`config.mk`:
```
export PLATFORM = sky130hd
export DESIGN_NAME = frps_dev_flat
export DESIGN_NICKNAME = d
export VERILOG_FILES = /design/src/frps_pkg.sv /design/src/frps_if.sv /design/src/frps_dev.sv /design/src/flat_wrapper.sv
export VERILOG_INCLUDE_DIRS = /design/src
export SDC_FILE = /design/constraint.sdc
export NUM_CORES = 1
export LEC_CHECK = 0
export ABC_AREA = 1
export BUFFER_PORTS_ARGS = -buffer_cell sky130_fd_sc_hd__buf_2
export CAP_MARGIN = 30
export CORE_MARGIN = 10
export CORE_UTILIZATION = 54
export CTS_CLUSTER_SIZE = 14
export DETAILED_ROUTE_END_ITERATION = 10
export GPL_TIMING_DRIVEN = 0
export PLACE_DENSITY = 0.91
export SLEW_MARGIN = 40
export SYNTH_ARGS = -nofsm -noshare
export SYNTH_HDL_FRONTEND = slang
export SYNTH_SLANG_ARGS = --single-unit
```
`constraint.sdc`:
```
create_clock -name core_clk -period 1.9 [get_ports core_clk]
set_input_delay 0.38 -clock core_clk [delete_from_list [all_inputs] [get_ports core_clk]]
set_output_delay 0.38 -clock core_clk [all_outputs]
set_load 0.005 [all_outputs]
```
`src/frps_params.svh`:
```
// frps_params.svh: constants for the fundamental reset and power sequencer ends
// assumes core_clk of both ends runs at the rate given here
`ifndef FRPS_PARAMS_SVH
`define FRPS_PARAMS_SVH

// ****************************************
// clock
// ****************************************
`define FRPS_CLK_MHZ          200

// ****************************************
// platform timing, in printed units
// ****************************************
`define FRPS_T_PVPERL_MS      100
`define FRPS_T_PERST_CLK_US   100
`define FRPS_T_FAIL_NS        500
// least times round up; these divide exactly
`define FRPS_PVPERL_CYC       (`FRPS_T_PVPERL_MS * 1000 * `FRPS_CLK_MHZ)
`define FRPS_PERST_CLK_CYC    (`FRPS_T_PERST_CLK_US * `FRPS_CLK_MHZ)
// longest time rounds down
`define FRPS_FAIL_CYC         ((`FRPS_T_FAIL_NS * `FRPS_CLK_MHZ) / 1000)

// ****************************************
// device side
// ****************************************
`define FRPS_RST_STAGES       3
`define FRPS_L0S_IDLE_CYC     16'h0040
`define FRPS_L1_IDLE_CYC      16'h0400
`define FRPS_STICKY_RST       8'h00
`define FRPS_D0_CODE          2'h0
`define FRPS_D3HOT_CODE       2'h3

`endif

```
`src/frps_pkg.sv`:
```
// frps_pkg.sv: state types shared by the device end and the platform end
// assumes frps_params.svh sits in the include path
package frps_pkg;

  // ****************************************
  // power states
  // ****************************************
  typedef enum logic [1:0] {
    FRPS_D0     = 2'h0,
    FRPS_D3HOT  = 2'h3,
    FRPS_D3COLD = 2'h2
  } frps_dstate_t;

  typedef enum logic [2:0] {
    FRPS_L0     = 3'h0,
    FRPS_L0S    = 3'h1,
    FRPS_L1     = 3'h3,
    FRPS_L23RDY = 3'h2,
    FRPS_L3     = 3'h6
  } frps_lstate_t;

  typedef enum logic [1:0] {
    FRPS_B0 = 2'h0,
    FRPS_B1 = 2'h1,
    FRPS_B2 = 2'h3,
    FRPS_B3 = 2'h2
  } frps_bstate_t;

  // ****************************************
  // platform sequencer
  // ****************************************
  typedef enum logic [2:0] {
    FRPS_H_OFF     = 3'h0,
    FRPS_H_IO_ON   = 3'h1,
    FRPS_H_CORE_ON = 3'h3,
    FRPS_H_WAIT    = 3'h2,
    FRPS_H_RUN     = 3'h6,
    FRPS_H_DN_RST  = 3'h7,
    FRPS_H_DN_CORE = 3'h5
  } frps_hstate_t;

endpackage : frps_pkg

```
`src/frps_if.sv`:
```
// frps_if.sv: reset, clock-run and wake wires between platform and device
// assumes wake is open drain with a board pull-up, modelled here
`timescale 1ns/100ps
interface frps_if;
  logic perst_n;
  logic refclk_run;
  logic wake_drv_n;
  logic wake_oe_n;
  logic wake_n;

  // pull-up wins unless the device enables its driver
  assign wake_n = wake_oe_n ? 1'b1 : wake_drv_n;

  modport dev (
    input  perst_n,
    input  refclk_run,
    input  wake_n,
    output wake_drv_n,
    output wake_oe_n
  );

  modport host (
    output perst_n,
    output refclk_run,
    input  wake_n
  );
endinterface : frps_if

```
`src/frps_dev.sv`:
```
// frps_dev.sv: bridge end of fundamental reset and power management
// assumes perst_n may move at any time; other user inputs are core_clk synchronous
`timescale 1ns/100ps
`include "frps_params.svh"
module frps_dev
  import frps_pkg::*;
(
  // clock and auxiliary power-on reset
  input  wire logic         core_clk,
  input  wire logic         nrst,
  // platform link
  frps_if.dev               plat,
  // function power control
  input  wire logic         d_state_wr,
  input  wire logic [1:0]   d_state_req,
  input  wire logic         aspm_en,
  input  wire logic         link_idle,
  input  wire logic         turn_off_req,
  // sticky state
  input  wire logic         sticky_wr,
  input  wire logic [7:0]   sticky_wdata,
  output logic [7:0]        sticky_rdata,
  // downstream power-event request
  input  wire logic         power_event_request_n,
  // upstream power management message
  output logic              pm_msg_valid,
  input  wire logic         pm_msg_ready,
  // status
  output logic              core_rst_n,
  output logic              pci_rst_n,
  output frps_dstate_t      d_state,
  output frps_lstate_t      link_state,
  output frps_bstate_t      bus_state
);

  // ****************************************
  // reset synchroniser
  // ****************************************
  logic                       arst_n;
  logic [`FRPS_RST_STAGES-1:0] rst_sync_q;
  logic                       pci_rst_q;

  // perst_n gates the async reset directly, so no phase to the clock is assumed
  assign arst_n = nrst & plat.perst_n;

  always_ff @(posedge core_clk or negedge arst_n) begin
    if (!arst_n) begin
      rst_sync_q <= '0;
    end else begin
      rst_sync_q <= {rst_sync_q[`FRPS_RST_STAGES-2:0], 1'b1};
    end
  end

  assign core_rst_n = rst_sync_q[`FRPS_RST_STAGES-1];

  // one stage behind the core release, asserted with it
  always_ff @(posedge core_clk or negedge arst_n) begin
    if (!arst_n) begin
      pci_rst_q <= 1'b0;
    end else begin
      pci_rst_q <= core_rst_n;
    end
  end

  assign pci_rst_n = pci_rst_q;

  // ****************************************
  // function power state
  // ****************************************
  frps_dstate_t d_q;

  always_ff @(posedge core_clk or negedge core_rst_n) begin
    if (!core_rst_n) begin
      d_q <= FRPS_D0;
    end else if (d_state_wr) begin
      // D1 and D2 codes are ignored, state stays put
      if (d_state_req == `FRPS_D0_CODE) begin
        d_q <= FRPS_D0;
      end else if (d_state_req == `FRPS_D3HOT_CODE) begin
        d_q <= FRPS_D3HOT;
      end
    end
  end

  // a function in reset has lost main power as far as software can tell
  assign d_state = core_rst_n ? d_q : FRPS_D3COLD;

  // ****************************************
  // sticky state, auxiliary reset only
  // ****************************************
  logic [7:0] sticky_q;
  logic       pe_q;
  logic       pme_pend_q;
  logic       pe_fall;
  logic       msg_done;

  always_ff @(posedge core_clk or negedge nrst) begin
    if (!nrst) begin
      sticky_q <= `FRPS_STICKY_RST;
    end else if (sticky_wr && core_rst_n) begin
      sticky_q <= sticky_wdata;
    end
  end

  assign sticky_rdata = sticky_q;

  always_ff @(posedge core_clk or negedge nrst) begin
    if (!nrst) begin
      pe_q <= 1'b1;
    end else begin
      pe_q <= power_event_request_n;
    end
  end

  assign pe_fall  = pe_q & ~power_event_request_n;
  assign msg_done = pm_msg_valid & pm_msg_ready;

  // pending survives the fundamental reset so a wake event is not dropped
  always_ff @(posedge core_clk or negedge nrst) begin
    if (!nrst) begin
      pme_pend_q <= 1'b0;
    end else begin
      pme_pend_q <= pe_fall | (pme_pend_q & ~msg_done);
    end
  end

  // ****************************************
  // link power state
  // ****************************************
  frps_lstate_t link_q;
  logic [15:0]  idle_cnt_q;
  logic         low_pwr;

  always_ff @(posedge core_clk or negedge core_rst_n) begin
    if (!core_rst_n) begin
      idle_cnt_q <= '0;
    end else if (!link_idle || pme_pend_q || link_q != FRPS_L0 && link_q != FRPS_L0S) begin
      idle_cnt_q <= '0;
    end else if (idle_cnt_q != `FRPS_L1_IDLE_CYC) begin
      idle_cnt_q <= idle_cnt_q + 16'h0001;
    end
  end

  always_ff @(posedge core_clk or negedge core_rst_n) begin
    if (!core_rst_n) begin
      link_q <= FRPS_L3;
    end else begin
      case (link_q)
        FRPS_L0: begin
          if (d_q == FRPS_D3HOT && turn_off_req) begin
            link_q <= FRPS_L23RDY;
          end else if (aspm_en && idle_cnt_q == `FRPS_L0S_IDLE_CYC) begin
            link_q <= FRPS_L0S;
          end
        end
        FRPS_L0S: begin
          if (!link_idle || pme_pend_q) begin
            link_q <= FRPS_L0;
          end else if (idle_cnt_q == `FRPS_L1_IDLE_CYC) begin
            link_q <= FRPS_L1;
          end
        end
        FRPS_L1: begin
          if (!link_idle || pme_pend_q || !aspm_en) begin
            link_q <= FRPS_L0;
          end
        end
        FRPS_L23RDY: begin
          if (d_q == FRPS_D0) begin
            link_q <= FRPS_L0;
          end else if (!plat.refclk_run) begin
            link_q <= FRPS_L3;
          end
        end
        FRPS_L3: begin
          // training waits for a running reference clock
          if (plat.refclk_run) begin
            link_q <= FRPS_L0;
          end
        end
        default: begin
          link_q <= FRPS_L3;
        end
      endcase
    end
  end

  assign link_state = core_rst_n ? link_q : FRPS_L3;
  assign low_pwr    = !core_rst_n || link_q == FRPS_L23RDY || link_q == FRPS_L3;

  // messages leave only on an active link; L0s/L1 exit on pending above
  assign pm_msg_valid = pme_pend_q & core_rst_n & (link_q == FRPS_L0);

  // ****************************************
  // wake, side band only
  // ****************************************
  logic wake_q;

  // no beacon path exists; wake is the only way out of L2
  always_ff @(posedge core_clk or negedge nrst) begin
    if (!nrst) begin
      wake_q <= 1'b0;
    end else begin
      wake_q <= pme_pend_q & low_pwr;
    end
  end

  assign plat.wake_drv_n = 1'b0;
  assign plat.wake_oe_n  = ~wake_q;

  // ****************************************
  // PCI bus power state
  // ****************************************
  frps_bstate_t bus_q;

  always_ff @(posedge core_clk or negedge core_rst_n) begin
    if (!core_rst_n) begin
      bus_q <= FRPS_B3;
    end else if (d_q == FRPS_D3HOT) begin
      bus_q <= FRPS_B2;
    end else if (link_q == FRPS_L1) begin
      bus_q <= FRPS_B1;
    end else begin
      bus_q <= FRPS_B0;
    end
  end

  assign bus_state = core_rst_n ? bus_q : FRPS_B3;

endmodule : frps_dev

```
`src/flat_wrapper.sv`:
```
// flat-port wrapper written by rule: the top's interface ports become plain ports
module frps_dev_flat import frps_pkg::*;
  (core_clk, nrst, d_state_wr, d_state_req, aspm_en, link_idle, turn_off_req, sticky_wr, sticky_wdata, sticky_rdata, power_event_request_n, pm_msg_valid, pm_msg_ready, core_rst_n, pci_rst_n, d_state, link_state, bus_state, plat_perst_n, plat_refclk_run, plat_wake_drv_n, plat_wake_oe_n);
  frps_if plat_i ();
  input  wire logic core_clk;
  input  wire logic nrst;
  input  wire logic d_state_wr;
  input  wire logic [1:0] d_state_req;
  input  wire logic aspm_en;
  input  wire logic link_idle;
  input  wire logic turn_off_req;
  input  wire logic sticky_wr;
  input  wire logic [7:0] sticky_wdata;
  output logic [7:0] sticky_rdata;
  input  wire logic power_event_request_n;
  output logic pm_msg_valid;
  input  wire logic pm_msg_ready;
  output logic core_rst_n;
  output logic pci_rst_n;
  output frps_dstate_t d_state;
  output frps_lstate_t link_state;
  output frps_bstate_t bus_state;
  input wire logic [$bits(plat_i.perst_n)-1:0] plat_perst_n;
  input wire logic [$bits(plat_i.refclk_run)-1:0] plat_refclk_run;
  output wire logic [$bits(plat_i.wake_drv_n)-1:0] plat_wake_drv_n;
  output wire logic [$bits(plat_i.wake_oe_n)-1:0] plat_wake_oe_n;
  assign plat_i.perst_n = plat_perst_n;
  assign plat_i.refclk_run = plat_refclk_run;
  assign plat_wake_drv_n = plat_i.wake_drv_n;
  assign plat_wake_oe_n = plat_i.wake_oe_n;
  frps_dev u_core (.core_clk(core_clk), .nrst(nrst), .plat(plat_i), .d_state_wr(d_state_wr), .d_state_req(d_state_req), .aspm_en(aspm_en), .link_idle(link_idle), .turn_off_req(turn_off_req), .sticky_wr(sticky_wr), .sticky_wdata(sticky_wdata), .sticky_rdata(sticky_rdata), .power_event_request_n(power_event_request_n), .pm_msg_valid(pm_msg_valid), .pm_msg_ready(pm_msg_ready), .core_rst_n(core_rst_n), .pci_rst_n(pci_rst_n), .d_state(d_state), .link_state(link_state), .bus_state(bus_state));
endmodule
```
==> impl_metrics.yaml <==
status:
  status: "complete, no violations"
routing:
  wire_per_inst_um: 13.5
  drc: 0
  firstDrtPassIters: 4
  viasPerCell: 5.06
  ant_nets: 0
  vias: 1674
  drt-total-wl_um: 4460
  drtIter0Drc: 100
global_route:
  grt_max_degree: 14
  grt_pass1_vias: 1822
  antenna_found_initial: 0
  grtUsageTotal_pct: 15.2
  grt_pass1_wl_um: 7780
  grt-ovfl-total: 0
critical_path:
  slowest_stage: "dfrtp_4"
  cp.required_ps: 1520
  critPathArrivalTime_ps: 1340
  start_kind: "flip-flop"
  path_max_fanout: 8
  crit_chain: "inv_1, or2_2, buf_2"
  critical_path_class: "reg -> out"
  slowest_delay_ps: 500
  endpoint_kind: "output port"
placement:
  place_congestion: 0.859
  dp_hpwl_um: 3260
  place_inst: 320
  placed_cell_area_sq_um: 2180
  port_buffers: 39
  pre_cts_ws_ps: 30.2
logic_synthesis:
  ys_seq_elements: 37
  synth_nets: 259
  synthesis.area_sq_um: 1930
  ys_async_sr_fraction_pct: 100
  ys_warn_count: 0
  syn_inst: 235
  synth_edf_count: 0
  synth.avg_cell_area_sq_um: 8.19
  ys_seq_area_share_pct: 48.3
  synth.distinct_cells: 28
  synth_ff_type: "dfrtp_1"
clocking:
  cts_buffers: 5
  h-tree-depth: 2
  clock_sinks: 37
  insertion_delay_ps: 350
  ctsRootBufferMaster: "clkbuf_4"
  cts_tree: "yes"
  clockBufferDepth: 2
  clkTransAtPathRegs_ps: 110
cells_and_area:
  fin_cells: 331
  diodes: 0
  drive_gt1_share_pct: 30.2
  nNetsFinal: 308
  final_cell_area_sq_um: 2310
  area_growth_pct: 20.2
timing:
  fin_tns_setup_ps: 0
  drv_slew: 0
  fmax_mhz: 580
  period_share_pct: 90.7
  clock_skew_ps: 6.85
  holdWs_ps: 122
  finalWorstSetupSlack_ps: 177
  setup_viol: 0
  rsz0062_at_grt: "false"
  hold_violations: 0
  fin_crit_ps: 1720
floorplan:
  start_util_pct: 56.8
  die_x_um: 79.7
  core_sq_um: 3390
  io_pins: 41
  rows: 21
  fp.dieH_um: 79.7
  die_area_sq_um: 6350
power:
  leakage_uw: 0.00120
  vdd_drop_max_uv: 898
  power_density_nw_per_um2: 940
worst_hold_path:
  hold_class: "in -> reg"
job:
  maxCapViolations: 0
sequential cells by signal, summed over array words and instances (netlist names):
name / cells
u_core.bus_q: 2
u_core.d_q: 1
u_core.idle_cnt_q: 16
u_core.link_q: 3
u_core.pci_rst_n: 1
u_core.pe_q: 1
u_core.pme_pend_q: 1
u_core.rst_sync_q: 3
u_core.sticky_rdata: 8
u_core.wake_q: 1
worst max-delay path: cells and delay by family (launching register included):
| family | cells | cell delay (ps) |
|---|---|---|
| buffers and inverters | 2 | 220 |
| flip-flops | 1 | 500 |
| AND/OR/NAND/NOR | 1 | 270 |
what timing repair did:
action	in CTS	in global routing
hold endpoints to repair	14	0
setup buffers	2	0
hold buffers	2	0
gates resized for setup	1	0
endpoints found under the setup margin	8	2
layer usage:
| metal | vias to the layer above | track usage, % | wire length [um] |
|---|---|---|---|
| li1 | 830 | - | - |
| met1 | 777 | 15.3 | 1730 |
| met2 | 57 | 25.5 | 2100 |
| met3 | 10 | 9.12 | 546 |
| met4 | 0 | 5.38 | 91 |
| met5 | - | 0 | 0 |
worst paths after layout:
| path | from | slack (ps) | end | cells after the start |
|---|---|---|---|---|
| max | u_core.rst_sync_q[2] | 180 | bus_state[1] | 3 |
| min | power_event_request_n | 120 | u_core.pe_q | 1 |
| max reg2reg | u_core.idle_cnt_q[0] | 490 | u_core.idle_cnt_q[14] | 8 |
| min reg2reg | u_core.rst_sync_q[2] | 360 | u_core.idle_cnt_q[2] | 1 |
| max in group asynchronous | nrst | 1080 | u_core.rst_sync_q[2] | 4 |
| min in group asynchronous | u_core.rst_sync_q[2] | 360 | u_core.idle_cnt_q[2] | 1 |
where the power goes:
group / switching [uW] / total [uW] / internal (uW)
sequential: 81.8 / 977 / 895
clock: 273 / 680 / 407
combinational: 304 / 518 / 214
through the flow:
step,util (%),total power (uW)
floorplan,-,1310
global placement,64.3,1480
detailed placement,64.3,1500
CTS,68.4,2190
global route,68.3,2320
finish,68.3,2170
cells in the final DEF, fill, tap and decap left out, types with 3 or more instances in the layout:
master and count:
nand2_1 48, buf_2 39, nor2_1 34, inv_1 33
dfrtp_1 32, nand3_1 13, a21oi_1 11, mux2_2 8
o21ai_1 7, inv_2 5, nand4_1 5, clkbuf_4 5
nor2_2 4, nand2_2 4, buf_4 4, dfstp_2 4
nor2_4 3, o21ai_0 3, xor2_1 3, ha_1 3
synthesized netlist by cell type (4+ instances only):
master | instances | area (sq um)
nand2_1 | 48 | 180
nor2_1 | 34 | 128
dfrtp_1 | 33 | 826
inv_1 | 33 | 124
nand3_1 | 13 | 65.1
a21oi_1 | 11 | 55.1
mux2_2 | 8 | 90.1
o21ai_1 | 7 | 35.0
inv_2 | 5 | 18.8
nand4_1 | 5 | 31.3
dfstp_2 | 4 | 105
nand2_2 | 4 | 25.0
nor2_2 | 4 | 25.0
final cells by class:
cell class,instances,area (sq um)
Inverter,38,143
Sequential cell,37,935
Timing Repair Buffer,43,230
Clock buffer,5,37.5
Fill cell,252,1070
Buffer,2,15.0
Multi-Input combinational cell,157,832
Clock inverter,3,65.1
Tap cell,46,57.6
kinds of logic after synthesis:
group                      after synthesis  synth area share [%]
and+or+nand+nor                        118                  28.5
buffers and inverters                   41                  8.45
DFF                                     37                  48.3
AOI/OAI and AO/OA                       23                  6.37
muxes                                    8                  4.68
adders and majority gates                3                  1.95
xor gates and xnor gates                 3                  1.36
other                                    2                 0.390
(Power assumes the default switching activity.)
